**src/hw/ppab_regs.vh**
```
// register map and constants for the two-port parallel io block
`ifndef PPAB_REGS_VH
`define PPAB_REGS_VH
`define PPAB_ADDR_W        4
`define PPAB_OFF_A_LATCH   4'h0
`define PPAB_OFF_B_LATCH   4'h1
`define PPAB_OFF_A_DIR     4'h4
`define PPAB_OFF_B_DIR     4'h5
`define PPAB_OFF_A_PULLUP  4'h8
`define PPAB_OFF_KEY_CTRL  4'h9
`define PPAB_OFF_AN_SEL    4'ha
`define PPAB_OFF_KEY_STAT  4'hb
`define PPAB_DIR_RESET     8'h00
`define PPAB_PULLUP_RESET  8'h00
`define PPAB_KEY_RESET     8'h00
`define PPAB_AN_OFF        5'h1f
`define PPAB_AN_RESET      5'h1f
`define PPAB_UNMAPPED      8'h00
`endif

```
**src/hw/ppab_sync8.v**
```verilog
// two-flop synchroniser for an eight bit pin bus
`timescale 1ns/1ns
`default_nettype none
module ppab_sync8 (
	input  wire       sys_clk,
	input  wire       reset_n,
	input  wire [7:0] asyncIn,
	output reg  [7:0] syncOut
);
	reg [7:0] stage1;

	always @(posedge sys_clk or negedge reset_n) begin
		if (!reset_n) begin
			stage1  <= 8'h00;
			syncOut <= 8'h00;
		end else begin
			stage1  <= asyncIn;
			syncOut <= stage1;
		end
	end
endmodule // ppab_sync8
`default_nettype wire

```
**src/hw/ppab_ports.v**
```verilog
// two eight-bit bidirectional ports with register access
`timescale 1ns/1ns
`default_nettype none
`include "ppab_regs.vh"
module ppab_ports (
	input  wire                    sys_clk,
	input  wire                    reset_n,
	input  wire [`PPAB_ADDR_W-1:0] regAddr,
	input  wire [7:0]              regWrData,
	input  wire                    regWrite,
	input  wire                    regRead,
	output reg  [7:0]              regRdData,
	input  wire [7:0]              firstPortIn,
	output reg  [7:0]              firstPortOut,
	output reg  [7:0]              firstPortOe,
	output reg  [7:0]              firstPortPullupOn,
	output reg  [7:0]              keyIrqPinEnable,
	output reg                     keyIrqRequest,
	input  wire [7:0]              secondPortIn,
	output reg  [7:0]              secondPortOut,
	output reg  [7:0]              secondPortOe,
	output reg  [7:0]              analogPinSelect
);
	// ------------------------------------------------------------
	// registers
	// ------------------------------------------------------------
	reg  [7:0] firstPortLatch;
	reg  [7:0] firstPortDirection;
	reg  [7:0] firstPortPullupEnable;
	reg  [7:0] keyIrqEnableBits;
	reg  [4:0] analogChannelSelect;
	reg  [7:0] secondPortLatch;
	reg  [7:0] secondPortDirection;
	reg  [7:0] keyPrev;
	reg  [7:0] keyFlags;
	wire [7:0] firstPinSync;
	wire [7:0] secondPinSync;
	wire [7:0] keyFall;
	wire [7:0] next_anSel;
	reg  [7:0] readMux;

	// decodes the channel select into a one-hot pin mask, all zero for channels 8 and up
	function [7:0] chanMask;
		input [4:0] ch;
		begin
			chanMask = 8'h00;
			if (ch[4:3] == 2'b00)
				chanMask[ch[2:0]] = 1'b1;
		end
	endfunction

	// per-bit choice of latch or pin for a data read
	function [7:0] portView;
		input [7:0] dir;
		input [7:0] latch;
		input [7:0] pin;
		begin
			portView = (dir & latch) | (~dir & pin);
		end
	endfunction

	// ------------------------------------------------------------
	// pin synchronisers
	// ------------------------------------------------------------
	ppab_sync8 syncFirst (
		.sys_clk (sys_clk),
		.reset_n (reset_n),
		.asyncIn (firstPortIn),
		.syncOut (firstPinSync)
	);

	ppab_sync8 syncSecond (
		.sys_clk (sys_clk),
		.reset_n (reset_n),
		.asyncIn (secondPortIn),
		.syncOut (secondPinSync)
	);

	// ------------------------------------------------------------
	// data latches: no reset, contents survive it
	// ------------------------------------------------------------
	always @(posedge sys_clk) begin
		if (regWrite && regAddr == `PPAB_OFF_A_LATCH)
			firstPortLatch <= regWrData;
		if (regWrite && regAddr == `PPAB_OFF_B_LATCH)
			secondPortLatch <= regWrData;
	end

	// ------------------------------------------------------------
	// control registers
	// ------------------------------------------------------------
	always @(posedge sys_clk or negedge reset_n) begin
		if (!reset_n) begin
			firstPortDirection    <= `PPAB_DIR_RESET;
			secondPortDirection   <= `PPAB_DIR_RESET;
			firstPortPullupEnable <= `PPAB_PULLUP_RESET;
			keyIrqEnableBits      <= `PPAB_KEY_RESET;
			analogChannelSelect   <= `PPAB_AN_RESET;
		end else if (regWrite) begin
			case (regAddr)
			`PPAB_OFF_A_DIR: begin
				firstPortDirection <= regWrData;
			end
			`PPAB_OFF_B_DIR: begin
				secondPortDirection <= regWrData;
			end
			`PPAB_OFF_A_PULLUP: begin
				firstPortPullupEnable <= regWrData;
			end
			`PPAB_OFF_KEY_CTRL: begin
				keyIrqEnableBits <= regWrData;
			end
			`PPAB_OFF_AN_SEL: begin
				analogChannelSelect <= regWrData[4:0];
			end
			default: begin
			end
			endcase
		end
	end

	// ------------------------------------------------------------
	// keyboard falling-edge flags, write one to clear, set wins
	// ------------------------------------------------------------
	assign keyFall = keyPrev & ~firstPinSync & keyIrqEnableBits;

	always @(posedge sys_clk or negedge reset_n) begin
		if (!reset_n) begin
			keyPrev  <= 8'hff;
			keyFlags <= 8'h00;
		end else begin
			keyPrev <= firstPinSync;
			if (regWrite && regAddr == `PPAB_OFF_KEY_STAT)
				keyFlags <= (keyFlags & ~regWrData) | keyFall;
			else
				keyFlags <= keyFlags | keyFall;
		end
	end

	// ------------------------------------------------------------
	// read path: data valid the cycle after the strobe only
	// ------------------------------------------------------------
	always @* begin
		case (regAddr)
		`PPAB_OFF_A_LATCH: readMux = portView(firstPortDirection,
			firstPortLatch, firstPinSync);
		`PPAB_OFF_B_LATCH: readMux = portView(secondPortDirection,
			secondPortLatch, secondPinSync);
		`PPAB_OFF_A_DIR:    readMux = firstPortDirection;
		`PPAB_OFF_B_DIR:    readMux = secondPortDirection;
		`PPAB_OFF_A_PULLUP: readMux = firstPortPullupEnable;
		`PPAB_OFF_KEY_CTRL: readMux = keyIrqEnableBits;
		`PPAB_OFF_AN_SEL:   readMux = {3'b000, analogChannelSelect};
		`PPAB_OFF_KEY_STAT: readMux = keyFlags;
		default:            readMux = `PPAB_UNMAPPED;
		endcase
	end

	always @(posedge sys_clk or negedge reset_n) begin
		if (!reset_n)
			regRdData <= 8'h00;
		else if (regRead)
			regRdData <= readMux;
		else
			regRdData <= 8'h00;
	end

	// ------------------------------------------------------------
	// pin drivers, registered; take effect one edge after a write
	// ------------------------------------------------------------
	// outputs follow the registers with one flop of delay so every
	// top output comes from a flop; software sees no wait state.
	assign next_anSel = chanMask(analogChannelSelect);

	always @(posedge sys_clk or negedge reset_n) begin
		if (!reset_n) begin
			firstPortOut      <= 8'h00;
			firstPortOe       <= 8'h00;
			firstPortPullupOn <= 8'h00;
			keyIrqPinEnable   <= 8'h00;
			keyIrqRequest     <= 1'b0;
			secondPortOut     <= 8'h00;
			secondPortOe      <= 8'h00;
			analogPinSelect   <= 8'h00;
		end else begin
			firstPortOut <= firstPortLatch;
			firstPortOe  <= firstPortDirection;
			// pullup only ever on an input pin
			firstPortPullupOn <= firstPortPullupEnable &
				~firstPortDirection;
			keyIrqPinEnable <= keyIrqEnableBits;
			keyIrqRequest   <= |keyFlags;
			secondPortOut   <= secondPortLatch;
			// analog selection wins over the direction bit
			secondPortOe <= secondPortDirection &
				~next_anSel;
			analogPinSelect <= next_anSel;
		end
	end
endmodule // ppab_ports
`default_nettype wire

```
**config.mk**
```make
export PLATFORM = sky130hd
export DESIGN_NAME = ppab_ports
export DESIGN_NICKNAME = d
export VERILOG_FILES = /design/src/hw/ppab_sync8.v /design/src/hw/ppab_ports.v
export VERILOG_INCLUDE_DIRS = /design/src /design/src/hw
export SDC_FILE = /design/constraint.sdc
export NUM_CORES = 1
export LEC_CHECK = 0
export BUFFER_PORTS_ARGS = -buffer_cell sky130_fd_sc_hd__buf_2
export CAP_MARGIN = 20
export CORE_ASPECT_RATIO = 1.5
export CORE_MARGIN = 2
export CORE_UTILIZATION = 52
export CTS_BUF_LIST = sky130_fd_sc_hd__clkbuf_4
export DETAILED_ROUTE_END_ITERATION = 6
export MAX_ROUTING_LAYER = met4
export PLACE_DENSITY = 0.78
export SETUP_SLACK_MARGIN = 0.1
export SYNTH_ARGS = -nofsm -noshare
export SYNTH_HDL_FRONTEND = slang
export SYNTH_SLANG_ARGS = --single-unit
```
**constraint.sdc**
```tcl
create_clock -name sys_clk -period 1.5 [get_ports sys_clk]
set_clock_uncertainty 0.1 [all_clocks]
set_input_delay 0.15 -clock sys_clk [delete_from_list [all_inputs] [get_ports sys_clk]]
set_output_delay 0.15 -clock sys_clk [all_outputs]
set_load 0.01 [all_outputs]
```
After elaboration in Yosys (flattened, before gate mapping)
Index checks and enable logic that the tools add are counted.

Register bits after elaboration: 166. Output and inout bits: 65.

Bitwise operators: 18. Equality and inequality tests: 7. Order comparisons: 2. Reduce and logical (&&, ||, !) cells: 12. Mux-type cells: 6.

Operator list (number): $and 8x8->8 (9); $pmux 8 s8 (1); $not 8->8 (5); $or 8x8->8 (4); $mux 8 (3); $eq 4x4->1 const B (4); $reduce_and 2->1 (5); $eq 4x3->1 const B (2); $reduce_or 8->1 (1); $eq 4x1->1 const B (1); $logic_and 1x1->1 (4); $logic_not 4->1 (1); $lt 3x4->1 const B (1); $demux 1 s3 (1); $ge 3x1->1 const B (1); $logic_not 2->1 (1); $mux 1 (1).

Longest topological paths before layout
Gate-level depths: netlist of the first run.

Depth after elaboration: 7. Gate-level depth with buffers: 7. Gate-level depth less buffers: 4.

By module
A second synthesis of the first run with hierarchy kept.

Cell total of the unflattened synthesis: 369. Area total of the unflattened synthesis: 5781.8 µm².

Modules (own cells, without submodules): ppab_ports (instances 1, area each 4981.0 µm², cells an instance 337); ppab_sync8 (instances 2, area each 400.4 µm², cells an instance 16).

Worst setup path after synthesis of the first run
OpenSTA, ideal clock, no wires.

Kind: input port to flip-flop. From: input regAddr[1]. To: register secondPortLatch[0], enable pin. Arrival: 1.238 ns. Setup slack: -0.169 ns. Stages on the path: 4. Required time: 1.068 ns. Path buffers: 1. Library setup time: 0.332 ns. Cells stage by stage: clkbuf_1 nand2b_1 nor3_1 and2_1.

Cells in the longest elaborated chain, start to end: 2.

RTL lines: start: declaration (line ppab_ports.v:8) `` input wire [`PPAB_ADDR_W-1:0] regAddr, ``; $eq 4x1->1; $logic_and 1x1->1 (no line); end signal: assignment (line ppab_ports.v:86) `secondPortLatch <= regWrData;`; end: declaration (line ppab_ports.v:32) `reg [7:0] secondPortLatch;`.

Every way passes these cells. A chain may end at the register's enable or synchronous reset.

Worst setup path in the final report of the first run
From: register secondPortDirection[4]. To: register regRdData[4].

Cells in the longest elaborated chain, start to end: 5.

RTL lines: start: declaration (line ppab_ports.v:33) `reg [7:0] secondPortDirection;`; start signal: assignment (line ppab_ports.v:95) `` secondPortDirection <= `PPAB_DIR_RESET; ``; start signal: assignment (line ppab_ports.v:105) `secondPortDirection <= regWrData;`; $not 8->8 (line ppab_ports.v:58) `portView = (dir & latch) | (~dir & pin);`; $and 8x8->8 (line ppab_ports.v:58); $or 8x8->8 (line ppab_ports.v:58); $pmux 8 s8 (*) (line ppab_ports.v:144) `case (regAddr)`; $mux 8 (*) (line ppab_ports.v:162) `else if (regRead)`; end signal: assignment (line ppab_ports.v:163) `regRdData <= readMux;`; end: declaration (line ppab_ports.v:12) `output reg [7:0] regRdData,`.

Every way passes the cells marked *; elsewhere a longest branch is shown, timed or not.

==> qor.csv, run 1 <==
metric,value,unit
Slew headroom,73.60,%
"EDFF count, synth",16,
clk sinks,166,
NetSw,0.002529,W
I/O Buffers,96,
Skew-Pair Late Insertion Delay,0.55,ns
row count,47,
CTS tree,done,
"FF+latch count, synth",166,
ys async rst share,90.36,%
core area,10940,um^2
vias in the first global route,3898,
r2r setup slk,0.13,ns
area grow syn2layout,27.81,%
nets,578,
Synth cell types,40,
ANT nets after route,0,
routability cong.,0.9272,
FILL cells,791,
residual DRC count,0,
hpwl dp,9236,um
final worst-path cycle share,91.27,%
Synth Net Count,400,
cells after synthesis,368,
Num CTS Buffers,17,
Post-Place Worst Slack,-0.1512,ns
# Max-Cap Violations,0,
GR Overflow Total,0,
Fin Hold WS,0.06781,ns
Power Density,1278,nW/um^2
"Seq/Total Area, Yosys",73.24,%
grt met1 use,27.04,%
clock buffer depth,2,
met2 Use GR,41.14,%
Worst Path Required,1.87,ns
Final WS setup,0.1310,ns
Crit Path Class,reg2reg,
count of final hold-check violations,0,
CP max stage cell,dfrtp_1,
DR pass1 iterations,4,
worst hold-check path type,in2reg,
internal power,0.006952,W
io pins,97,
met3 GRT Util,4.751,%
actual slew at the worst max-slew pin,0.3923,ns
vias post-DR,3698,
CTS H-tree depth,4,
CTS clock-pin slew for the worst setup and hold paths,0.12,ns
die height,133.4,um
GRT Resource Usage Total,23.89,%
Sequential Power Share,58.8,%
crit-path max FO,2,
clock share of power,25.5,%
Max Fclk,0.7305,GHz
Slew Limit Fails,0,
startpoint type of the worst setup path,flip-flop,
Setup-failing EPs final,0,
DIE AREA,12040,um^2
Pwr Total,0.009481,W
first-pass GRT wire length,20690,um
antenna violations before repair,1,
Die X-Extent,90.26,um
status,finished clean,
Sw Share,26.67,%
Comb pwr share,15.7,%
static leakage,3.453,nW
Initial DRC Count,188,
worst vdd ir,0.7819,mV
share of cells above drive strength 1,43.11,%
crit path cell chain,"or3b_4, a211o_1, a31oi_1",
"Min Clock Period, post-route",1.369,ns
largest net degree at the start of global routing,54,
CP peak stage delay,0.40,ns
Starting Density,53.05,%
area of the mapped netlist,5803,um^2
synthesis warning total,0,
clock root buffer,clkbuf_4,
Via density,5.231,
CP endpoint kind,flip-flop,
Syn Area/Cell,15.77,um^2
unrepaired setup endpoints after global routing,true,
prevailing post-synth register cell,dfrtp_1,
worst path arrival time,1.74,ns
DR WL/cell,18.57,um
GRT Max-Usage Layer,met2,
aggregate routed wire length,13130,um
==> layer usage <==
layer | wire length (um) | part of all wire [%]
met1 | 5058 | 39
met2 | 7124 | 54
met5 | 0 | 0
met3 | 562 | 4.3
met4 | 384 | 2.9
==> Yosys cell counts (2+ instances only) <==
library cell | instances | area [um^2]
dfrtp_1 | 137 | 3428
mux2_2 | 34 | 382.9
nand2_1 | 23 | 86.33
mux2i_1 | 20 | 200.2
edfxtp_1 | 16 | 480.5
nor2b_1 | 16 | 100.1
nor2_1 | 14 | 52.55
dfstp_2 | 13 | 341.6
a21oi_1 | 9 | 45.04
mux2_4 | 8 | 120.1
o22ai_1 | 8 | 50.05
o2bb2ai_1 | 8 | 70.07
clkbuf_1 | 5 | 18.77
or3b_2 | 5 | 43.79
a211oi_1 | 4 | 30.03
a21o_1 | 4 | 30.03
a31oi_1 | 4 | 25.02
and2_1 | 3 | 18.77
buf_2 | 3 | 15.01
nand2b_1 | 3 | 18.77
nor3_1 | 3 | 15.01
o21ai_0 | 3 | 15.01
a211o_1 | 2 | 17.52
a22oi_1 | 2 | 15.01
a2bb2oi_1 | 2 | 17.52
and2b_1 | 2 | 15.01
and4b_1 | 2 | 20.02
nor4_1 | 2 | 12.51
or3_1 | 2 | 12.51
==> logic make-up after synthesis <==
kind of cell	count (synthesis)	synth area share [%]
simple gates	83	8.258
compound gates	48	5.670
flops	166	73.24
buf+inv	9	0.7115
mux	62	12.12
==> critical path, delay by kind of cell (launching register included) <==
| kind | cells | cell delay, ns |
|---|---|---|
| DFF | 1 | 0.40 |
| and+or+nand+nor | 1 | 0.36 |
| AOI/OAI and AO/OA | 2 | 0.43 |
==> placed cells by master (no fill, tap or decap), types with 3 or more instances in the layout <==
cell type	n
o22ai_1	8
edfxtp_1	16
buf_12	5
mux2_2	34
buf_2	95
clkinv_1	4
nor2b_1	16
clkinv_2	3
a31oi_1	4
a21oi_1	8
dlygate4sd3_1	28
a21o_1	4
mux2_4	8
nand2b_1	3
o2bb2ai_1	8
buf_4	39
o21ai_0	3
or3b_4	3
nand2_1	21
nor2_1	13
mux2i_1	20
clkbuf_4	20
a211oi_1	4
dfstp_2	13
dfrtp_1	137
==> power groups by stage <==
stage | logic, W | registers, W | clock network (W)
6_report | 0.00149 | 0.00557 | 0.00242
5_1_grt | 0.00161 | 0.00565 | 0.00267
4_1_cts | 0.00150 | 0.00556 | 0.00248
3_5_place_dp | 0.00143 | 0.00565 | 0
3_3_place_gp | 0.00138 | 0.00564 | 0
2_1_floorplan | 0.000660 | 0.00565 | 0
==> final timing paths <==
| kind | to | depth (start not counted) | start |
|---|---|---|---|
| setup / recovery | regRdData[4]$_DFF_PN0_ | 3 | secondPortDirection[4]$_DFFE_PN0P_ |
| hold / removal | regRdData[7]$_DFF_PN0_ | 5 | regAddr[2] |
| setup reg to reg | regRdData[4]$_DFF_PN0_ | 3 | secondPortDirection[4]$_DFFE_PN0P_ |
| hold reg to reg | syncSecond.syncOut[7]$_DFF_PN0_ | 0 | syncSecond.stage1[7]$_DFF_PN0_ |
| max in group asynchronous | keyPrev[2]$_DFF_PN1_ | 4 | reset_n |
| min in group asynchronous | keyFlags[5]$_DFF_PN0_ | 3 | reset_n |
==> per-stage QoR <==
step	area [um^2]	utilization (%)	TNS, ns	instances
finish	7417	67.81	0	707
global route	7417	67.81	0	707
CTS	7401	67.66	0	706
detailed placement	6847	62.59	-2.459	645
global placement	6847	62.59	-2.031	645
floorplan	5842	-	0	368
==> timing repair <==
item                                    CTS  global route
gates resized for setup                   2             4
endpoints found under the setup margin    3             5
pin swaps                                 7             7
setup buffers                             1             0
hold buffers                             28             0
hold endpoints to repair                235             0
==> area by class of cell <==
type	count	area (um^2)	share of cell area, %
Antenna cell	1	2.502	0.03374
Clock buffer	20	150.1	2.024
Clock inverter	12	111.4	1.501
Multi-Input combinational cell	193	1559	21.02
Sequential cell	166	4250	57.30
Tap cell	147	183.9	2.480
Timing Repair Buffer	168	1160	15.64
Note: power is estimated with default switching activity, not from simulation.
==> inputs of run 2 (changes only) <==
--- a/config.mk
+++ b/config.mk
@@ -18,4 +18,5 @@
 export SETUP_SLACK_MARGIN = 0.1
 export SYNTH_ARGS = -nofsm -noshare
 export SYNTH_HDL_FRONTEND = slang
+export SYNTH_HIERARCHICAL = 1
 export SYNTH_SLANG_ARGS = --single-unit
==> qor.csv, run 2 <==
metric,value,unit,change
residual DRC count,0,,unchanged
Power Density,1262,nW/um^2,-1.2%
cell with the most instances after synthesis,dfrtp_1,,
post-route cell area,7410,um^2,-0.10%
DR pass1 iterations,4,,unchanged
R2R cell count,4,,+1
I/O Buffers,96,,unchanged
met2 routed WL,6989,um,-1.9%
DR top layer,met4,,
die height,133.1,um,-0.18%
area of the mapped netlist,5782,um^2,-0.37%
routability cong.,0.8978,,-3.2%
clock root buffer,clkbuf_4,,
Synth area leaders,"dfrtp_1, edfxtp_1, mux2_2",,
vias in the first global route,3828,,-1.8%
worst hold-check path type,in2async,,
synthesis warning total,6,,+6
"Buf+Inv Stages, Crit Path",0,,unchanged
GRT Resource Usage Total,23.30,%,-0.59 points
count of final hold-check violations,0,,unchanged
"FF+latch count, synth",166,,unchanged
Crit Path Class,reg2reg,,
prevailing post-synth register cell,dfrtp_1,,
crit-path max FO,2,,unchanged
worst path arrival time,1.75,ns,about the same
final worst-path cycle share,94.70,%,+3.4 points
hpwl dp,8908,um,-3.6%
Yosys top cell area share,59.29,%,+0.22 points
clock buffer depth,2,,unchanged
met1 WL,5058,um,unchanged
Initial DRC Count,168,,-11%
GR Overflow Total,0,,unchanged
startpoint type of the worst setup path,flip-flop,,
CP endpoint kind,flip-flop,,
largest net degree at the start of global routing,40,,-26%
unrepaired setup endpoints after global routing,true,,
row count,47,,unchanged
Synth cell types,39,,-2.5%
DR WL/cell,18.01,um,-3.0%
crit path cell chain,"mux2_4, a32o_1, a211oi_2, a21oi_1",,
Via density,5.126,,-2.0%
Die X-Extent,90.10,um,-0.18%
ANT nets after route,0,,unchanged
Slew headroom,56.77,%,-17 points
area of placed instances,6829,um^2,-0.26%
"Seq/Total Area, Yosys",73.51,%,+0.27 points
vias post-DR,3655,,-1.2%
Max Fclk,0.7040,GHz,-3.6%
aggregate routed wire length,12840,um,-2.2%
Num CTS Buffers,17,,unchanged
actual slew at the worst max-slew pin,0.6463,ns,+0.2540 ns
ys async rst share,90.36,%,unchanged
share of cells above drive strength 1,44.78,%,+1.7 points
antenna violations before repair,1,,unchanged
CP peak stage delay,0.46,ns,+0.06 ns
Final WS setup,0.07954,ns,-0.05148 ns
CTS H-tree depth,4,,unchanged
worst vdd ir,0.6788,mV,-13%
CTS clock-pin slew for the worst setup and hold paths,0.12,ns,about the same
worst r2r src,firstPortLatch[7]$_DFFE_PP_,,
"area leader, netlist",dfrtp_1,,
Skew-Pair Late Insertion Delay,0.54,ns,about the same
area grow syn2layout,28.15,%,
Setup-failing EPs final,0,,unchanged
cells after synthesis,369,,+0.27%
Synth top cells by count,"dfrtp_1, mux2_2, nand2_1, o21ai_0",,
routed wl met3,459,um,-18%
clk sinks,166,,unchanged
Syn Area/Cell,15.67,um^2,-0.64%
status,finished clean,,
DIE AREA,12000,um^2,-0.35%
Crit path max-delay family,flip-flops,,
"EDFF count, synth",16,,unchanged
io pins,97,,unchanged
Synth Net Count,401,,+0.25%
# Max-Cap Violations,0,,unchanged
CP max stage cell,edfxtp_1,,
CTS tree,done,,
Worst Path Required,1.83,ns,-0.04 ns
first-pass GRT wire length,20310,um,-1.8%
Pwr Total,0.009355,W,-1.3%
worst reg2reg path endpoint,regRdData[7]$_DFF_PN0_,,
Slew Limit Fails,0,,unchanged
Post-Place Worst Slack,-0.09127,ns,+0.05992 ns
core area,10940,um^2,unchanged
Starting Density,52.86,%,-0.19 points
static leakage,3.398,nW,-1.6%
"commonest non-fill, non-tap cell in the layout",dfrtp_1,,
nets,585,,+1.2%
"Min Clock Period, post-route",1.420,ns,+0.05148 ns
most used cells in the layout excluding fill and tap cells,"dfrtp_1, buf_2, buf_4, mux2_2, dlygate4sd3_1",,
r2r setup slk,0.08,ns,-0.05 ns
## run 2: logic make-up after synthesis
kind of cell	count (synthesis)	synth area share, %
buf+inv	12	1.060
mux	49	11.02
flops	166	73.51
simple gates	88	8.570
compound gates	54	5.843
## run 2: metal layers
metal  track usage (%)  up-vias
met5                 -        -
met4             8.632        0
met3             5.260       24
met2             39.97      103
met1             26.97     1852
li1                  -     1676
## run 2: where the power goes
group / switching [W] / leakage (nW) / internal, W
Combinational: 0.000692 / 1.33 / 0.000837
Sequential: 0.000411 / 1.94 / 0.00514
Clock: 0.00140 / 0.128 / 0.000871
## run 2: how the worst max path moves through the flow
stage | cells past startpoint | end | startpoint
2_1_floorplan | 5 | firstPortPullupEnable[0]$_DFFE_PN0P_ | regAddr[2]
3_3_place_gp | 6 | firstPortPullupEnable[1]$_DFFE_PN0P_ | regAddr[3]
3_5_place_dp | 6 | firstPortPullupEnable[6]$_DFFE_PN0P_ | regAddr[3]
4_1_cts | 4 | regRdData[7]$_DFF_PN0_ | firstPortDirection[7]$_DFFE_PN0P_
5_1_grt | 4 | regRdData[7]$_DFF_PN0_ | firstPortLatch[7]$_DFFE_PP_
6_report | 4 | regRdData[7]$_DFF_PN0_ | firstPortLatch[7]$_DFFE_PP_
## run 2: final cells by class
class	count	area (um^2)
timing repair buffer	176	1210
tap	147	183.9
multi-input combinational	191	1515
clock buffer	21	157.7
sequential	166	4250
inverter	1	3.754
fill	804	3528
clock inverter	10	86.33
antenna	1	2.502
## run 2: repair_timing
| action | 4_1_cts | 5_1_grt |
|---|---|---|
| hold endpoints to repair | 234 | 0 |
| buffers inserted | 0 | 1 |
| pin swaps | 0 | 1 |
| hold buffers | 29 | 0 |
| resized for setup | 6 | 2 |
| setup endpoints to repair | 4 | 5 |
## run 2: stage by stage
stage	utilization [%]	hold slack, ns	TNS (ns)	instances
5_1_grt	67.74	0.02579	0	713
6_report	67.74	0.06118	0	713
4_1_cts	67.58	0.03225	0	711
3_5_place_dp	62.43	-0.09058	-1.196	651
2_1_floorplan	-	-0.2456	0	369
3_3_place_gp	62.43	-0.09607	-0.3747	651
==> inputs of run 3 (changes only) <==
--- a/config.mk
+++ b/config.mk
@@ -6,6 +6,7 @@
 export SDC_FILE = /design/constraint.sdc
 export NUM_CORES = 1
 export LEC_CHECK = 0
+export ABC_AREA = 1
 export BUFFER_PORTS_ARGS = -buffer_cell sky130_fd_sc_hd__buf_2
 export CAP_MARGIN = 20
 export CORE_ASPECT_RATIO = 1.5
@@ -14,7 +15,7 @@
 export CTS_BUF_LIST = sky130_fd_sc_hd__clkbuf_4
 export DETAILED_ROUTE_END_ITERATION = 6
 export MAX_ROUTING_LAYER = met4
-export PLACE_DENSITY = 0.78
+export PLACE_DENSITY = 0.77
 export SETUP_SLACK_MARGIN = 0.1
 export SYNTH_ARGS = -nofsm -noshare
 export SYNTH_HDL_FRONTEND = slang
==> qor.csv, run 3 <==
metric,value,unit,change
Hold Startpoint,regAddr[2],,
worst r2r src,analogChannelSelect[2]$_DFFE_PN1P_,,
most used cells in the layout excluding fill and tap cells,"nand2_1, dfrtp_1, buf_2, inv_1, nor2_1",,
I/O Buffers,96,,unchanged
crit path cell chain,buf_2,,
unrepaired setup endpoints after global routing,true,,
clock root buffer,clkbuf_4,,
DIE AREA,12220,um^2,+1.9%
DR pass1 iterations,4,,unchanged
Seq. cell area,4250,um^2,unchanged
vias in the first global route,4409,,+15%
status,finished clean,,
Final WS setup,0.1382,ns,+0.05871 ns
area of the mapped netlist,5893,um^2,+1.9%
Via density,4.948,,-3.5%
ANT nets after route,0,,unchanged
CTS H-tree depth,4,,unchanged
"Seq/Total Area, Yosys",72.12,%,-1.4 points
CP max stage cell,dfrtp_1,,
Crit path max-delay family,flip-flops,,
count of final hold-check violations,0,,unchanged
clock buffer depth,2,,unchanged
ys async rst share,90.36,%,unchanged
worst hold-check path type,in2reg,,
synthesis warning total,6,,unchanged
static leakage,3.641,nW,+7.1%
Synth cell types,22,,-44%
CTS tree,done,,
Power Density,1276,nW/um^2,+1.0%
hold endpoint,regRdData[0]$_DFF_PN0_,,
r2r setup slk,0.18,ns,+0.10 ns
"area leader, netlist",dfrtp_1,,
core area,11060,um^2,+1.1%
startpoint type of the worst setup path,flip-flop,,
Initial DRC Count,322,,+92%
Skew-Pair Late Insertion Delay,0.55,ns,about the same
DR WL/cell,15.45,um,-14%
CP endpoint kind,output pin,,
residual DRC count,0,,unchanged
GRT Resource Usage Total,24.23,%,+0.93 points
Synth area leaders,"dfrtp_1, nand2_1, edfxtp_1",,
"commonest non-fill, non-tap cell in the layout",nand2_1,,
prevailing post-synth register cell,dfrtp_1,,
largest net degree at the start of global routing,43,,+7.5%
Hold Path Depth,6,,
routability cong.,0.9326,,+3.9%
# Max-Cap Violations,0,,unchanged
hpwl dp,9728,um,+9.2%
clk sinks,166,,unchanged
Crit Path Class,reg2out,,
CTS clock-pin slew for the worst setup and hold paths,0.13,ns,about the same
row count,47,,unchanged
final worst-path cycle share,90.78,%,-3.9 points
die height,134.4,um,+0.93%
cell with the most instances after synthesis,nand2_1,,
actual slew at the worst max-slew pin,0.4145,ns,-0.2318 ns
crit-path max FO,1,,-1
worst reg2reg path endpoint,secondPortOe[5]$_DFF_PN0_,,
CP peak stage delay,0.42,ns,-0.04 ns
io pins,97,,unchanged
"Buf+Inv Stages, Crit Path",1,,+1
aggregate routed wire length,13150,um,+2.4%
vias post-DR,4211,,+15%
Num CTS Buffers,17,,unchanged
Synth Net Count,570,,+42%
Yosys top cell area share,58.17,%,-1.1 points
Slew headroom,72.37,%,+16 points
Die X-Extent,90.92,um,+0.92%
GR Overflow Total,0,,unchanged
"EDFF count, synth",16,,unchanged
Worst Path Required,1.25,ns,-0.58 ns
Slew Limit Fails,0,,unchanged
Synth top cells by count,"nand2_1, dfrtp_1, inv_1, nor2_1, o21ai_0",,
Setup-failing EPs final,0,,unchanged
nets,722,,+23%
cells after synthesis,538,,+46%
post-route cell area,7253,um^2,-2.1%
antenna violations before repair,1,,unchanged
worst vdd ir,0.6922,mV,+2.0%
Max Fclk,0.7343,GHz,+4.3%
Starting Density,53.30,%,+0.44 points
area of placed instances,6686,um^2,-2.1%
Post-Place Worst Slack,0.04717,ns,+0.1384 ns
Syn Area/Cell,10.95,um^2,-30%
worst path arrival time,1.11,ns,-0.64 ns
R2R cell count,5,,+1
"FF+latch count, synth",166,,unchanged
"Min Clock Period, post-route",1.362,ns,-0.05871 ns
area occupied by multi-input gates,1393,um^2,-8.1%
first-pass GRT wire length,21820,um,+7.4%
FILL cells,917,,+14%
share of cells above drive strength 1,24.18,%,-21 points
area grow syn2layout,23.08,%,
Pwr Total,0.009252,W,-1.1%
## run 3: changes by cell type after synthesis, sizes merged, moves of 7 or more
cell / before / now
o21ai: 26 / 50
inv: 1 / 50
nor2b: 18 / 0
o2bb2ai: 8 / 0
nor2: 7 / 52
a22oi: 7 / 0
nand2: 28 / 148
nand3: 2 / 42
mux2: 43 / 0
nand2b: 13 / 0
nand3b: 0 / 7
## run 3: worst max-delay path by stage
| stage | start | end | slack [ns] | cells after the start |
|---|---|---|---|---|
| floorplan | regAddr[2] | secondPortLatch[0]$_DFFE_PP_ | -0.005 | 3 |
| global placement | regAddr[2] | secondPortLatch[4]$_DFFE_PP_ | 0.10 | 5 |
| detailed placement | regAddr[2] | keyIrqEnableBits[4]$_DFFE_PN0P_ | 0.05 | 7 |
| CTS | regRdData[0]$_DFF_PN0_ | regRdData[0] | 0.1 | 1 |
| global route | regRdData[0]$_DFF_PN0_ | regRdData[0] | 0.07 | 1 |
| finish | regRdData[0]$_DFF_PN0_ | regRdData[0] | 0.14 | 1 |
## run 3: worst register-to-register path: stages (launching register included)
cell,delay (ns)
dfstp_2,0.60
inv_1,0.06
nor2_1,0.08
inv_1,0.05
nor2_1,0.25
nor2_1,0.07
## run 3: cells by family (layout without fill, tap and decap cells)
group / count (synthesis) / after routing / synth area share [%]
other: 0 / 1 / 0
AND/OR/NAND/NOR: 255 / 255 / 18.70
AO/OA/AOI/OAI: 58 / 58 / 4.926
buffers and inverters: 59 / 224 / 4.246
flip-flops: 166 / 166 / 72.12
## run 3: repair_timing
action / 4_1_cts / 5_1_grt
gates resized for setup: 0 / 2
endpoints found under the hold margin: 235 / 0
hold buffers: 28 / 0
pin swaps: 0 / 0
buffers inserted: 0 / 0
endpoints found under the setup margin: 1 / 9
## run 3: per-layer routing
metal | vias up | global-route usage, % | part of all wire [%]
li1 | 2026 | - | -
met1 | 2019 | 29.08 | 40
met2 | 135 | 39.18 | 51
met3 | 31 | 5.674 | 5.4
met4 | 0 | 11.03 | 3.4
met5 | - | - | 0
## run 3: power by group
part,leakage [nW],total (W),internal (W),switching [W]
sequential,1.95,0.00550,0.00511,0.000395
combinational,1.54,0.00128,0.000507,0.000774
clock,0.150,0.00247,0.000864,0.00161
total,3.64,0.00925,0.00648,0.00278
## run 3: final cells by class
class,instances,area share [%]
clock inverter,15,1.984
sequential,166,58.60
clock buffer,17,1.760
antenna,1,0.03450
timing repair buffer,142,13.30
inverter,50,2.588
multi-input combinational,313,19.20
tap,147,2.536
## run 3: per-stage QoR
stage | setup TNS (ns) | utilization (%) | cells | hold WS [ns]
after floorplan | -0.08473 | - | 538 | -0.2456
after global placement | 0 | 60.48 | 790 | -0.008443
after detailed placement | 0 | 60.48 | 790 | -0.005747
after CTS | 0 | 65.47 | 850 | 0.001076
after global routing | 0 | 65.61 | 851 | 0.03130
final | 0 | 65.61 | 851 | 0.03192
